===== src/hdl/vatc_consts.svh =====
// Constants for the valve actuator limit and torque control block.
// Assumes a 125 MHz reference clock and an Avalon-MM register master.
// How it works
// RULE1: Variant 1: limits stop, restart only away.
// RULE2: Variant 1: torque loop loss is fault, stop.
// RULE3: Variant 2: limits arm, torque stops, reverse only.
// RULE4: Unarmed torque trip mid-travel sets fault, stops.
// RULE5: Variant 3: open stops, closed arms, torque stops.
// RULE6: Variant 4: closed stops, open arms, torque stops.
// RULE7: Variant 4: torque while closing is fault.
// RULE8: Report torque-open/closed from last direction.
// RULE9: Limits active high; torque low means tripped.
// RULE10: Run-time supervision; limit 1 s disables it.
// RULE11: Departing limit must release within start time.
// RULE12: After torque fault: reset, then opposite only.
// RULE13: Torque must heal within 0.5 s after restart.
// RULE14: Power-up trip mid-travel: assume closing, open only.
// RULE15: No dip handling, no input checkback.
// RULE16: Configuring party sets inputs and time limit.
// RULE17: Optional fault on aux supply or relay output.
// RULE18: Installer may wire midpoint input for identity.
// RULE19: Never both directions; stop before reversal.
`ifndef VATC_CONSTS_SVH
`define VATC_CONSTS_SVH
`define VATC_CLK_HZ 125000000
`define VATC_MS_CYCLES (`VATC_CLK_HZ / 1000)
`define VATC_HEAL_MS 500
`define VATC_START_MS_DEF 3000
`define VATC_RUN_MS_DEF 60000
`define VATC_RUN_OFF_MS 1000
`define VATC_REG_CTRL 5'h00
`define VATC_REG_CMD 5'h04
`define VATC_REG_STAT 5'h08
`define VATC_REG_IRQ 5'h0C
`define VATC_REG_MASK 5'h10
`define VATC_REG_RUNT 5'h14
`define VATC_REG_STRT 5'h18
`define VATC_VARIANT_RST 2'h1
`define VATC_CMD_CLOSE 0
`define VATC_CMD_STOP 1
`define VATC_CMD_OPEN 2
`define VATC_CMD_RESET 6
`define VATC_CTRL_AUXSEL 4
`define VATC_CTRL_FLTOUT 5
`define VATC_EV_FAULT 0
`define VATC_EV_TQOPEN 1
`define VATC_EV_TQCLOSE 2
`define VATC_EV_ENDPOS 3
`endif


===== src/hdl/vatc_pkg.sv =====
// Types for the valve actuator limit and torque control block.
// Assumes the constants header is included alongside.
package vatc_pkg;
    // Motion states, one-hot
    typedef enum logic [2:0] {
        VATC_IDLE = 3'b001,
        VATC_OPENING = 3'b010,
        VATC_CLOSING = 3'b100
    } vatc_state_t;
    // Variant selection
    typedef enum logic [1:0] {
        VATC_V1 = 2'h0,
        VATC_V2 = 2'h1,
        VATC_V3 = 2'h2,
        VATC_V4 = 2'h3
    } vatc_variant_t;
endpackage : vatc_pkg


===== src/hdl/vatc_top.sv =====
// Actuator motor control: limit and torque switch handling per variant,
// run and start time supervision, fault lockout, Avalon-MM registers.
// Assumes switch inputs are asynchronous pins and the bus is on i_ref_clk.
//
// The implementer's own choices: the Avalon-MM interface to the registers and the register addresses.
`timescale 1ns/10ps
`include "vatc_consts.svh"
`default_nettype none
module vatc_top #(
    parameter int unsigned MS_CYCLES = `VATC_MS_CYCLES
) (
    input wire logic i_ref_clk,
    input wire logic i_reset,
    input wire logic [4:0] i_avs_address,
    input wire logic i_avs_read,
    input wire logic i_avs_write,
    input wire logic [31:0] i_avs_writedata,
    output logic [31:0] o_avs_readdata,
    output logic o_avs_waitrequest,
    input wire logic i_open_limit_in,
    input wire logic i_closed_limit_in,
    input wire logic i_torque_midpoint_in,
    input wire logic i_torque_loop_in,
    output logic o_motor_open,
    output logic o_motor_close,
    output logic o_aux_relay_out,
    output logic o_aux_supply_fault_out,
    output logic o_irq
);
    ////////////////////////////////////////////////////////////////////
    // Pin synchronisers: first stage feeds only the second
    // No reset, so the power-up torque check sees the settled pins
    logic [3:0] sync_a;
    logic [3:0] sync_b;
    always_ff @(posedge i_ref_clk) begin
        sync_a <= {i_torque_loop_in, i_torque_midpoint_in,
                   i_closed_limit_in, i_open_limit_in};
        sync_b <= sync_a;
    end
    logic lim_open; // Active high limit
    logic lim_closed;
    logic tq_ok; // Closed loop: low means tripped
    logic tq_mid;
    assign lim_open = sync_b[0]; // RULE9
    assign lim_closed = sync_b[1]; // RULE9
    assign tq_mid = sync_b[2];
    assign tq_ok = sync_b[3]; // RULE9

    ////////////////////////////////////////////////////////////////////
    // Millisecond tick from a divider
    logic [16:0] div_cnt;
    logic ms_tick;
    always_ff @(posedge i_ref_clk) begin
        if (i_reset) begin
            div_cnt <= 17'h0;
            ms_tick <= 1'b0;
        end else if (div_cnt == 17'(MS_CYCLES - 1)) begin
            div_cnt <= 17'h0;
            ms_tick <= 1'b1;
        end else begin
            div_cnt <= div_cnt + 17'h1;
            ms_tick <= 1'b0;
        end
    end

    ////////////////////////////////////////////////////////////////////
    // Registers written by software
    logic [1:0] variant; // Variant select
    logic aux_sel; // 0: aux supply output, 1: relay output
    logic flt_out_en; // Fault indication enable
    logic [15:0] run_ms; // Run-time limit in ms
    logic [15:0] start_ms; // Start monitoring time in ms
    logic [3:0] irq_mask;
    logic cmd_open_p; // One-cycle command pulses
    logic cmd_close_p;
    logic cmd_stop_p;
    logic cmd_reset_p;
    logic [3:0] irq_stat;
    logic [3:0] ev; // Event pulses from the control logic
    logic wr_ok;
    logic rd_ok;
    // One wait cycle so every answer leaves a flip-flop
    assign wr_ok = i_avs_write && !o_avs_waitrequest;
    assign rd_ok = i_avs_read && !o_avs_waitrequest;
    always_ff @(posedge i_ref_clk) begin
        if (i_reset) begin
            o_avs_waitrequest <= 1'b1;
        end else if ((i_avs_read || i_avs_write) && o_avs_waitrequest) begin
            o_avs_waitrequest <= 1'b0;
        end else begin
            o_avs_waitrequest <= 1'b1;
        end
    end
    // Configuration and command decode
    always_ff @(posedge i_ref_clk) begin
        if (i_reset) begin
            variant <= `VATC_VARIANT_RST;
            aux_sel <= 1'b0;
            flt_out_en <= 1'b0;
            run_ms <= 16'(`VATC_RUN_MS_DEF);
            start_ms <= 16'(`VATC_START_MS_DEF);
            irq_mask <= 4'h0;
            cmd_open_p <= 1'b0;
            cmd_close_p <= 1'b0;
            cmd_stop_p <= 1'b0;
            cmd_reset_p <= 1'b0;
        end else begin
            cmd_open_p <= 1'b0;
            cmd_close_p <= 1'b0;
            cmd_stop_p <= 1'b0;
            cmd_reset_p <= 1'b0;
            if (wr_ok) begin
                case ({i_avs_address[4:2], 2'b00})
                    5'(`VATC_REG_CTRL): begin
                        variant <= i_avs_writedata[1:0];
                        aux_sel <= i_avs_writedata[`VATC_CTRL_AUXSEL];
                        flt_out_en <= i_avs_writedata[`VATC_CTRL_FLTOUT];
                    end
                    5'(`VATC_REG_CMD): begin
                        cmd_close_p <= i_avs_writedata[`VATC_CMD_CLOSE];
                        cmd_stop_p <= i_avs_writedata[`VATC_CMD_STOP];
                        cmd_open_p <= i_avs_writedata[`VATC_CMD_OPEN];
                        cmd_reset_p <= i_avs_writedata[`VATC_CMD_RESET];
                    end
                    5'(`VATC_REG_MASK): irq_mask <= i_avs_writedata[3:0];
                    5'(`VATC_REG_RUNT): run_ms <= i_avs_writedata[15:0];
                    5'(`VATC_REG_STRT): start_ms <= i_avs_writedata[15:0];
                    default: begin
                    end
                endcase
            end
        end
    end

    ////////////////////////////////////////////////////////////////////
    // Motion control state
    vatc_pkg::vatc_state_t state;
    logic fault; // Internal fault flag
    logic armed; // Pending stop prepared by a limit
    logic blk_open; // Opening not permitted
    logic blk_close; // Closing not permitted
    logic last_dir_open; // Direction before the last stop
    logic tq_open_flag; // Torque tripped in open direction
    logic tq_close_flag;
    logic heal_on; // Torque must heal after restart
    logic [15:0] run_cnt;
    logic [15:0] start_cnt;
    logic [9:0] heal_cnt;
    logic start_on; // Departing limit being watched
    logic por_done; // Power-up check taken
    logic v1;
    logic open_stops; // Open limit stops directly
    logic closed_stops;
    logic tq_stops_open; // Torque ends opening travel
    logic tq_stops_close;
    assign v1 = (variant == vatc_pkg::VATC_V1);
    assign open_stops = v1 || (variant == vatc_pkg::VATC_V3);
    assign closed_stops = v1 || (variant == vatc_pkg::VATC_V4);
    assign tq_stops_open = (variant == vatc_pkg::VATC_V2) ||
                           (variant == vatc_pkg::VATC_V4);
    assign tq_stops_close = (variant == vatc_pkg::VATC_V2) ||
                            (variant == vatc_pkg::VATC_V3);
    logic moving;
    logic trip;
    assign moving = (state != vatc_pkg::VATC_IDLE);
    // Trip ignored while torque heal window runs after restart
    assign trip = moving && !tq_ok && !heal_on;
    logic lim_hit;
    logic arm_hit;
    logic tq_fault;
    logic tq_end;
    logic run_over;
    logic start_over;
    logic heal_over;
    always_comb begin
        lim_hit = 1'b0;
        arm_hit = 1'b0;
        tq_fault = 1'b0;
        tq_end = 1'b0;
        if (state == vatc_pkg::VATC_OPENING) begin
            lim_hit = lim_open && open_stops && !start_on; // RULE1 RULE5
            arm_hit = lim_open && !open_stops; // RULE3 RULE6
            // Variant 1 treats every trip as fault
            tq_end = trip && armed && tq_stops_open && !v1;
        end else if (state == vatc_pkg::VATC_CLOSING) begin
            lim_hit = lim_closed && closed_stops && !start_on; // RULE1 RULE6
            arm_hit = lim_closed && !closed_stops; // RULE3 RULE5
            // Variant 4 closing: torque always a fault
            tq_end = trip && armed && tq_stops_close && !v1; // RULE7
        end
        tq_fault = trip && !tq_end; // RULE2 RULE4 RULE7
    end
    assign run_over = moving && (run_ms != 16'(`VATC_RUN_OFF_MS)) &&
                      (run_cnt >= run_ms); // RULE10
    assign start_over = start_on && (start_cnt >= start_ms); // RULE11
    assign heal_over = heal_on && !tq_ok &&
                       (heal_cnt >= 10'(`VATC_HEAL_MS)); // RULE13
    logic go_open;
    logic go_close;
    // Start only without fault and not toward the blocked side
    assign go_open = cmd_open_p && !fault && !blk_open && !cmd_stop_p;
    assign go_close = cmd_close_p && !fault && !blk_close && !cmd_stop_p;
    logic halt;
    assign halt = cmd_stop_p || lim_hit || tq_end || tq_fault ||
                  run_over || start_over || heal_over;

    // State machine and lockout bookkeeping
    always_ff @(posedge i_ref_clk) begin
        if (i_reset) begin
            state <= vatc_pkg::VATC_IDLE;
            fault <= 1'b0;
            armed <= 1'b0;
            blk_open <= 1'b0;
            blk_close <= 1'b0;
            last_dir_open <= 1'b0;
            por_done <= 1'b0;
        end else begin
            if (!por_done) begin
                por_done <= 1'b1;
                // Trip at power-up mid-travel: assume closing
                if (!tq_ok && !lim_open && !lim_closed) begin
                    fault <= 1'b1; // RULE14
                    blk_close <= 1'b1; // RULE14
                    last_dir_open <= 1'b0;
                end
            end
            if (arm_hit) begin
                armed <= 1'b1;
            end
            case (state)
                vatc_pkg::VATC_IDLE: begin
                    if (cmd_reset_p) begin
                        fault <= 1'b0; // RULE12
                    end else if (go_open) begin
                        state <= vatc_pkg::VATC_OPENING;
                        blk_close <= 1'b0;
                        armed <= 1'b0;
                    end else if (go_close) begin
                        state <= vatc_pkg::VATC_CLOSING;
                        blk_open <= 1'b0;
                        armed <= 1'b0;
                    end
                end
                vatc_pkg::VATC_OPENING, vatc_pkg::VATC_CLOSING: begin
                    // Reversal request only stops; no direct swap
                    if (halt || cmd_open_p || cmd_close_p) begin // RULE19
                        state <= vatc_pkg::VATC_IDLE;
                        last_dir_open <= (state == vatc_pkg::VATC_OPENING);
                        armed <= 1'b0;
                        if (tq_fault || start_over || run_over ||
                            heal_over) begin
                            fault <= 1'b1; // RULE4 RULE13
                        end
                        // Block the direction just used at an end or trip
                        if (lim_hit || tq_end || tq_fault || heal_over) begin
                            if (state == vatc_pkg::VATC_OPENING) begin
                                blk_open <= 1'b1; // RULE1 RULE3 RULE12
                            end else begin
                                blk_close <= 1'b1; // RULE1 RULE3 RULE12
                            end
                        end
                    end
                end
                default: state <= vatc_pkg::VATC_IDLE;
            endcase
        end
    end

    // Supervision timers in milliseconds
    always_ff @(posedge i_ref_clk) begin
        if (i_reset) begin
            run_cnt <= 16'h0;
            start_cnt <= 16'h0;
            heal_cnt <= 10'h0;
            start_on <= 1'b0;
            heal_on <= 1'b0;
        end else if (state == vatc_pkg::VATC_IDLE) begin
            run_cnt <= 16'h0;
            start_cnt <= 16'h0;
            heal_cnt <= 10'h0;
            // Watch departure when starting from an end position
            start_on <= (go_open && lim_closed) || (go_close && lim_open);
            // Restarting on a tripped loop opens the heal window
            heal_on <= (go_open || go_close) && !tq_ok;
        end else begin
            if (ms_tick && run_cnt != 16'hFFFF) begin
                run_cnt <= run_cnt + 16'h1;
            end
            if (start_on) begin
                if ((state == vatc_pkg::VATC_OPENING && !lim_closed) ||
                    (state == vatc_pkg::VATC_CLOSING && !lim_open)) begin
                    start_on <= 1'b0; // RULE11
                end else if (ms_tick) begin
                    start_cnt <= start_cnt + 16'h1;
                end
            end
            if (heal_on) begin
                if (tq_ok) begin
                    heal_on <= 1'b0; // RULE13
                end else if (ms_tick) begin
                    heal_cnt <= heal_cnt + 10'h1;
                end
            end
        end
    end

    // Torque direction flags from last movement only; midpoint is not used
    always_ff @(posedge i_ref_clk) begin
        if (i_reset) begin
            tq_open_flag <= 1'b0;
            tq_close_flag <= 1'b0;
        end else if (tq_ok) begin
            tq_open_flag <= 1'b0;
            tq_close_flag <= 1'b0;
        end else if (state == vatc_pkg::VATC_IDLE) begin
            tq_open_flag <= last_dir_open; // RULE8
            tq_close_flag <= !last_dir_open; // RULE8
        end
    end

    ////////////////////////////////////////////////////////////////////
    // Interrupt status: set wins over write-one clear
    assign ev[`VATC_EV_FAULT] = moving && (tq_fault || start_over ||
                                run_over || heal_over);
    assign ev[`VATC_EV_TQOPEN] = tq_end && state == vatc_pkg::VATC_OPENING;
    assign ev[`VATC_EV_TQCLOSE] = tq_end && state == vatc_pkg::VATC_CLOSING;
    assign ev[`VATC_EV_ENDPOS] = lim_hit;
    logic clr_hit;
    assign clr_hit = wr_ok && ({i_avs_address[4:2], 2'b00} ==
                     5'(`VATC_REG_IRQ));
    always_ff @(posedge i_ref_clk) begin
        if (i_reset) begin
            irq_stat <= 4'h0;
        end else begin
            irq_stat <= (irq_stat & ~(clr_hit ? i_avs_writedata[3:0] : 4'h0))
                        | ev;
        end
    end

    ////////////////////////////////////////////////////////////////////
    // Outputs, all registered
    always_ff @(posedge i_ref_clk) begin
        if (i_reset) begin
            o_motor_open <= 1'b0;
            o_motor_close <= 1'b0;
            o_aux_relay_out <= 1'b0;
            o_aux_supply_fault_out <= 1'b0;
            o_irq <= 1'b0;
        end else begin
            // One-hot state keeps the two contactors exclusive
            o_motor_open <= (state == vatc_pkg::VATC_OPENING) && !halt; // RULE19
            o_motor_close <= (state == vatc_pkg::VATC_CLOSING) && !halt;
            o_aux_relay_out <= flt_out_en && aux_sel && fault; // RULE17
            o_aux_supply_fault_out <= flt_out_en && !aux_sel && fault; // RULE17
            o_irq <= |(irq_stat & irq_mask);
        end
    end
    // Read data; checkback and dip handling not present // RULE15
    always_ff @(posedge i_ref_clk) begin
        if (i_reset) begin
            o_avs_readdata <= 32'h0;
        end else if (rd_ok || !o_avs_waitrequest) begin
            o_avs_readdata <= 32'h0;
        end else if (i_avs_read) begin
            case ({i_avs_address[4:2], 2'b00})
                5'(`VATC_REG_CTRL): o_avs_readdata <= {26'h0, flt_out_en,
                                    aux_sel, 2'h0, variant};
                5'(`VATC_REG_STAT): o_avs_readdata <= {20'h0, tq_mid, tq_ok,
                                    lim_closed, lim_open, tq_close_flag,
                                    tq_open_flag, blk_close, blk_open,
                                    armed, fault, state[2], state[1]};
                5'(`VATC_REG_IRQ): o_avs_readdata <= {28'h0, irq_stat};
                5'(`VATC_REG_MASK): o_avs_readdata <= {28'h0, irq_mask};
                5'(`VATC_REG_RUNT): o_avs_readdata <= {16'h0, run_ms};
                5'(`VATC_REG_STRT): o_avs_readdata <= {16'h0, start_ms};
                default: o_avs_readdata <= 32'h0;
            endcase
        end
    end

    ////////////////////////////////////////////////////////////////////
    // Assertions
    a_dir_exclusive: assert property (@(posedge i_ref_clk) disable iff (i_reset)
        !(o_motor_open && o_motor_close))
        else $error("both directions driven"); // RULE19
    a_fault_blocks_start: assert property (@(posedge i_ref_clk)
        disable iff (i_reset)
        (fault && state == vatc_pkg::VATC_IDLE && !cmd_reset_p) |=> !moving)
        else $error("start while faulted"); // RULE12
    a_tq_fault_sets: assert property (@(posedge i_ref_clk)
        disable iff (i_reset) tq_fault |=> fault && !moving)
        else $error("torque fault not latched"); // RULE4
    a_limit_stops: assert property (@(posedge i_ref_clk)
        disable iff (i_reset) lim_hit |=> !moving ##1 !o_motor_open)
        else $error("limit did not stop"); // RULE1
    a_open_blocked: assert property (@(posedge i_ref_clk)
        disable iff (i_reset)
        (state == vatc_pkg::VATC_OPENING && (lim_hit || tq_end)) |=> blk_open)
        else $error("open not blocked"); // RULE3
    a_v4_close_trip: assert property (@(posedge i_ref_clk)
        disable iff (i_reset)
        (variant == vatc_pkg::VATC_V4 && state == vatc_pkg::VATC_CLOSING
         && trip) |=> fault)
        else $error("closing trip not fault"); // RULE7
    a_start_timeout: assert property (@(posedge i_ref_clk)
        disable iff (i_reset) start_over |=> fault)
        else $error("start timeout no fault"); // RULE11
    a_heal_timeout: assert property (@(posedge i_ref_clk)
        disable iff (i_reset) heal_over |=> fault && blk_open | blk_close)
        else $error("heal timeout no fault"); // RULE13
    a_run_disable: assert property (@(posedge i_ref_clk)
        disable iff (i_reset)
        (run_ms == 16'(`VATC_RUN_OFF_MS)) |-> !run_over)
        else $error("run limit not disabled"); // RULE10
endmodule : vatc_top
`default_nettype wire


===== config.mk =====
export PLATFORM = sky130hd
export DESIGN_NAME = vatc_top
export DESIGN_NICKNAME = d
export VERILOG_FILES = /design/src/hdl/vatc_pkg.sv /design/src/hdl/vatc_top.sv
export VERILOG_INCLUDE_DIRS = /design/src /design/src/hdl
export SDC_FILE = /design/constraint.sdc
export NUM_CORES = 1
export LEC_CHECK = 0
export ABC_CLOCK_PERIOD_IN_PS = 2950
export BUFFER_PORTS_ARGS = -buffer_cell sky130_fd_sc_hd__buf_2
export CAP_MARGIN = 20
export CORE_UTILIZATION = 55
export DETAILED_ROUTE_END_ITERATION = 12
export PLACE_DENSITY_LB_ADDON = 0.15
export SYNTH_ARGS = -nofsm -noshare
export SYNTH_HDL_FRONTEND = slang
export SYNTH_SLANG_ARGS = --single-unit
export TNS_END_PERCENT = 30

===== constraint.sdc =====
create_clock -name i_ref_clk -period 2.95 [get_ports i_ref_clk]
set_clock_uncertainty 0.1 [all_clocks]
set_input_delay 0.7375 -clock i_ref_clk [delete_from_list [all_inputs] [get_ports i_ref_clk]]
set_output_delay 0.7375 -clock i_ref_clk [all_outputs]
set_load 0.02 [all_outputs]

Word-level counts from Yosys, hierarchy flattened
Index checks and enable logic that the tools add are counted.
Word-level totals
  register bits: 167
  input bits: 45
Operators by class
  add/subtract/negate cells: 4
  reduce and logical (&&, ||, !) cells: 104
  magnitude comparators: 3
  bitwise gates (word level): 8
  equal/unequal tests: 23
  mux-type cells: 53
Operators by type and width (number)
  $pmux W16 S6: 1
  $logic_and A1 B1 Y1: 46
  $mux W1: 42
  $add A16 B1 Y16 const B: 2
  $ge A16 B16 Y1: 2
  $logic_or A1 B1 Y1: 23
  $add A17 B1 Y17 const B: 1
  $eq A17 B17 Y1 const B: 1
  $logic_not A1 Y1: 17
  $ne A16 B10 Y1 const B: 1
  $ne A16 B16 Y1 const B: 1
  $eq A3 B3 Y1 const B: 4
  $mux W3: 4
  $ne A2 B2 Y1 const B: 6
  $add A10 B1 Y10 const B: 1
  $ge A10 B9 Y1 const B: 1
  $reduce_or A2 Y1: 5
  $eq A3 B2 Y1 const B: 3
  $reduce_and A3 Y1: 3
  $and A4 B4 Y4: 2
  $pmux W1 S2: 4
  $reduce_and A2 Y1: 4
  $reduce_and A7 Y1: 1
  $eq A3 B1 Y1 const B: 2
  14 further kinds: 18

Depth between registers and ports, before layout
  depth after elaboration: 18
  mapped depth: 9

Worst setup path before layout
OpenSTA, ideal clock, no wires.
  kind: reg-to-reg
  start point: reg run_ms[1]
  end point: reg last_dir_open
  setup slack: 0.637 ns
  period minus slack after synthesis: 2.313 ns
  cell stages (with the launch flop): 10
  data required time: 2.764 ns
  data arrival time: 2.127 ns
  cell sequence: dfxtp_1 > inv_1 > ha_1 > o211ai_2 > a21oi_1 > or4_4 > a221oi_2 > o211a_4 > nand2_1 > a221oi_2
On the way
  cells in the longest elaborated chain, start to end: 10
RTL lines
  start: declaration: RTL line vatc_top.sv:71  | logic [15:0] run_ms;
  start signal: assignment: RTL line vatc_top.sv:100  | run_ms <= 16'(`VATC_RUN_MS_DEF);
  start signal: assignment: RTL line vatc_top.sv:126  | 5'(`VATC_REG_RUNT): run_ms <= i_avs_writedata[15:0];
  parallel branches: the longest is 2 deep, another holds $ge A16 B16 Y1
  $logic_and A1 B1 Y1 *: RTL line vatc_top.sv:193  | assign run_over = moving && (run_ms != 16'(`VATC_RUN_OFF_MS)) &&
  $logic_or A1 B1 Y1 *: RTL line vatc_top.sv:204  | assign halt = cmd_stop_p || lim_hit || tq_end || tq_fault ||
  $logic_or A1 B1 Y1 * (2 in a row): RTL line vatc_top.sv:205  | run_over || start_over || heal_over;
  $logic_or A1 B1 Y1 * (2 in a row): RTL line vatc_top.sv:246  | if (halt || cmd_open_p || cmd_close_p) begin
  $mux W1 *: RTL line vatc_top.sv:246
  $mux W1 *: RTL line vatc_top.sv:230  | case (state)
  end signal: assignment: RTL line vatc_top.sv:248  | last_dir_open <= (state == vatc_pkg::VATC_OPENING);
  end: declaration: RTL line vatc_top.sv:142  | logic last_dir_open;
Every way passes the cells marked *.
A chain may end at the register's enable or synchronous reset.

Final worst setup path
Ends and elaborated chain as after synthesis.

==> impl_metrics.json <==
{
  "status": "finished clean",
  "syn_area_um2": 7400,
  "clkSinkCount": 151,
  "grt_pass1_wl_mm": 29.0,
  "clockRootBuffer": "clkbuf_16",
  "place_congestion": 0.880,
  "seq_power_share_pct": 47.1,
  "track_usage_pct": 26.1,
  "core_area_um2": 13200,
  "cts_made_buffers": 17,
  "hold_slack_ns": 0.222,
  "synth_seq_cells": 151,
  "reg2regPathDepth": 9,
  "post_cts_buffers": 0,
  "async_flop_share_pct": 0,
  "timing.rr.start": "run_ms[1]",
  "firstDrtPassIters": 6,
  "rows": 42,
  "synth_common_cells": "151 x dfxtp_1, 107 x nor2_1, 87 x nand2_1, 55 x a21oi_1, 49 x inv_1",
  "switchingPower_mw": 0.972,
  "wl_per_cell_um": 16.0,
  "synth_area_per_cell_um2": 8.61,
  "ys_top_cells_by_area": "dfxtp_1 41%, ha_1 6.9%, nor2_1 5.4%",
  "synthXorXnorAreaFrac_pct": 4.85,
  "insertion_delay_ns": 0.42,
  "synth_mux_area_share_pct": 3.28,
  "critPathKind": "reg -> reg",
  "grt_max_degree": 47,
  "regToRegSetupSlack_ns": 0.39,
  "cp-startpoint": "run_ms[1]",
  "antenna_cells": 0,
  "yosysMostFrequentCell": "dfxtp_1",
  "worstMarginPinSlew_ns": 0.870,
  "layout-drive-gt1-share_pct": 12.0,
  "synth_compound_area_share_pct": 15.4,
  "area_growth_pct": 12.4,
  "synth.distinct_cells": 67,
  "rsz0062_at_grt": "false",
  "netlist.area_leader.share_pct": 40.9,
  "fmax_ghz": 0.390,
  "dieArea_um2": 13900,
  "synthAdderAreaFrac_pct": 6.94,
  "ys.flop_type": "dfxtp_1",
  "synth-simple-area-share_pct": 22.6,
  "finalMaxSlewViolations": 0,
  "dp.final_hpwl_mm": 12.6,
  "maxCapViolCount": 0,
  "route.antenna.remaining_nets": 0,
  "synth-seq-area-share_pct": 40.9,
  "p_leak_nw": 3.24,
  "fp.dieH_um": 118,
  "clockBufferDepth": 2,
  "power_mw": 4.43,
  "die_w_um": 118,
  "timing.critical_path.to": "last_dir_open",
  "hp-class": "reg -> reg",
  "initial_utilization_pct": 56.1,
  "ios": 83,
  "post_cts_resized": 0,
  "p_int_mw": 3.45,
  "numPortBuffers": 48,
  "setup_violations": 0,
  "cts_tree": "built",
  "drcViolationCount": 0,
  "finalCritPeriodShare_pct": 86.9,
  "vias_per_cell": 5.63,
  "end_kind": "register",
  "crit_fanout": 8,
  "drt-total-wl_mm": 17.4,
  "required_ns": 3.19,
  "grt_pass1_vias": 5910,
  "timing.rr.end": "last_dir_open",
  "peakVddDrop_mv": 0.402,
  "hold_buffers": 0,
  "worstPathArrival_ns": 2.80,
  "syn-instance-count": 859,
  "overflow": 0,
  "fin_setup_tns_ns": 0,
  "finalNetCount": 987,
  "combPwrFrac_pct": 4.5,
  "p_per_area_nw_per_um2": 532,
  "slew_headroom_pct": 41.7,
  "period_minus_slack_ns": 2.56,
  "clockPowerShare_pct": 48.4,
  "drt_iter0_drc": 440,
  "cts.htree.levels": 4,
  "yosysTopAreaCell": "dfxtp_1",
  "switching_share_pct": 22.0,
  "finalHoldViolCount": 0,
  "vias": 6136,
  "synth_edf_count": 0,
  "antenna_found_initial": 0,
  "yosysWarnings": 0,
  "synth_top_family_by_area": "simple AND/OR/NAND/NOR gates",
  "cp-start-kind": "register",
  "cts.reportedPaths.clkPinSlew_ns": 0.06
}
[cell type report]
cell class              instances  area (um^2)
flip-flops and latches        151         3020
clock inverters                 9         97.6
fillers                      1117         4870
repair buffers                 58          315
multi-input cells             623         3990
clock buffers                  23          488
well taps                     176          220
inverters                      50          188
[worst min-delay path by stage]
stage               from         to  cells past startpoint
2_1_floorplan  sync_a[0]  sync_b[0]                      0
4_1_cts        sync_a[1]  sync_b[1]                      0
3_3_place_gp   sync_a[0]  sync_b[0]                      0
5_1_grt        sync_a[1]  sync_b[1]                      0
6_report       sync_a[1]  sync_b[1]                      0
3_5_place_dp   sync_a[1]  sync_b[1]                      0
[layer usage]
layer,vias up,track usage [%],share of wire (%)
met5,-,0,0
met4,0,8.73,1.0
met3,13,4.94,4.6
met2,154,42.9,48
met1,2912,34.4,46
li1,3057,-,-
[cells in the final DEF, fill, tap and decap left out, types with 8 or more instances in the layout]
cell type / n
xnor2_1: 22
inv_1: 49
nand4_1: 18
nand2_1: 87
nor2_1: 107
buf_2: 48
buf_4: 10
nor3_1: 11
o21ai_0: 23
xor2_1: 19
and2_1: 8
clkbuf_16: 17
a21oi_1: 55
dfxtp_1: 151
conb_1: 16
mux2i_1: 22
or3_1: 15
nand3_1: 32
o211ai_1: 17
a22o_1: 25
ha_1: 41
a22oi_1: 13
[critical path, stage by stage (launching register included)]
cell      delay (ns)
dfxtp_1         0.40
inv_1           0.06
ha_1            0.30
o211ai_2        0.14
a21oi_1         0.06
or4_4           0.48
a221oi_2        0.30
o211a_4         0.28
nand2_1         0.09
a221oi_2        0.29
[power by group through the flow]
stage               sequential, mW  clock, mW  combinational [mW]
global placement              2.13          0               0.195
global route                  2.09       2.27               0.219
detailed placement            2.13          0               0.199
floorplan                     2.13          0               0.142
finish                        2.09       2.14               0.201
CTS                           2.08       2.18               0.200
[registers in the layout, indices dropped and copies added (netlist names), 2 cells and up]
name,cells
irq_stat,4
o_avs_readdata,16
start_cnt,16
run_ms,16
state,3
run_cnt,16
sync_b,4
irq_mask,4
sync_a,4
div_cnt,17
heal_cnt,10
start_ms,16
variant,2
[kinds of logic (layout without fill, tap and decap cells)]
| group | after synthesis | in the layout |
|---|---|---|
| AO/OA/AOI/OAI | 166 | 166 |
| XOR/XNOR | 41 | 41 |
| adder cells (fa/ha/maj) | 41 | 41 |
| buffers and inverters | 100 | 140 |
| flip-flops | 151 | 151 |
| multiplexers | 24 | 24 |
| other | 1 | 16 |
| AND/OR/NAND/NOR | 335 | 335 |
[stage by stage]
step,util [%],cells,setup WS [ns],instance area [um^2]
floorplan,-,874,0.637,7450
detailed placement,58.6,1058,0.361,7730
global placement,58.6,1058,0.413,7730
global route,63.1,1090,0.233,8320
finish,63.1,1090,0.388,8320
CTS,63.1,1090,0.391,8320
Power figures use the tool's default switching activity.
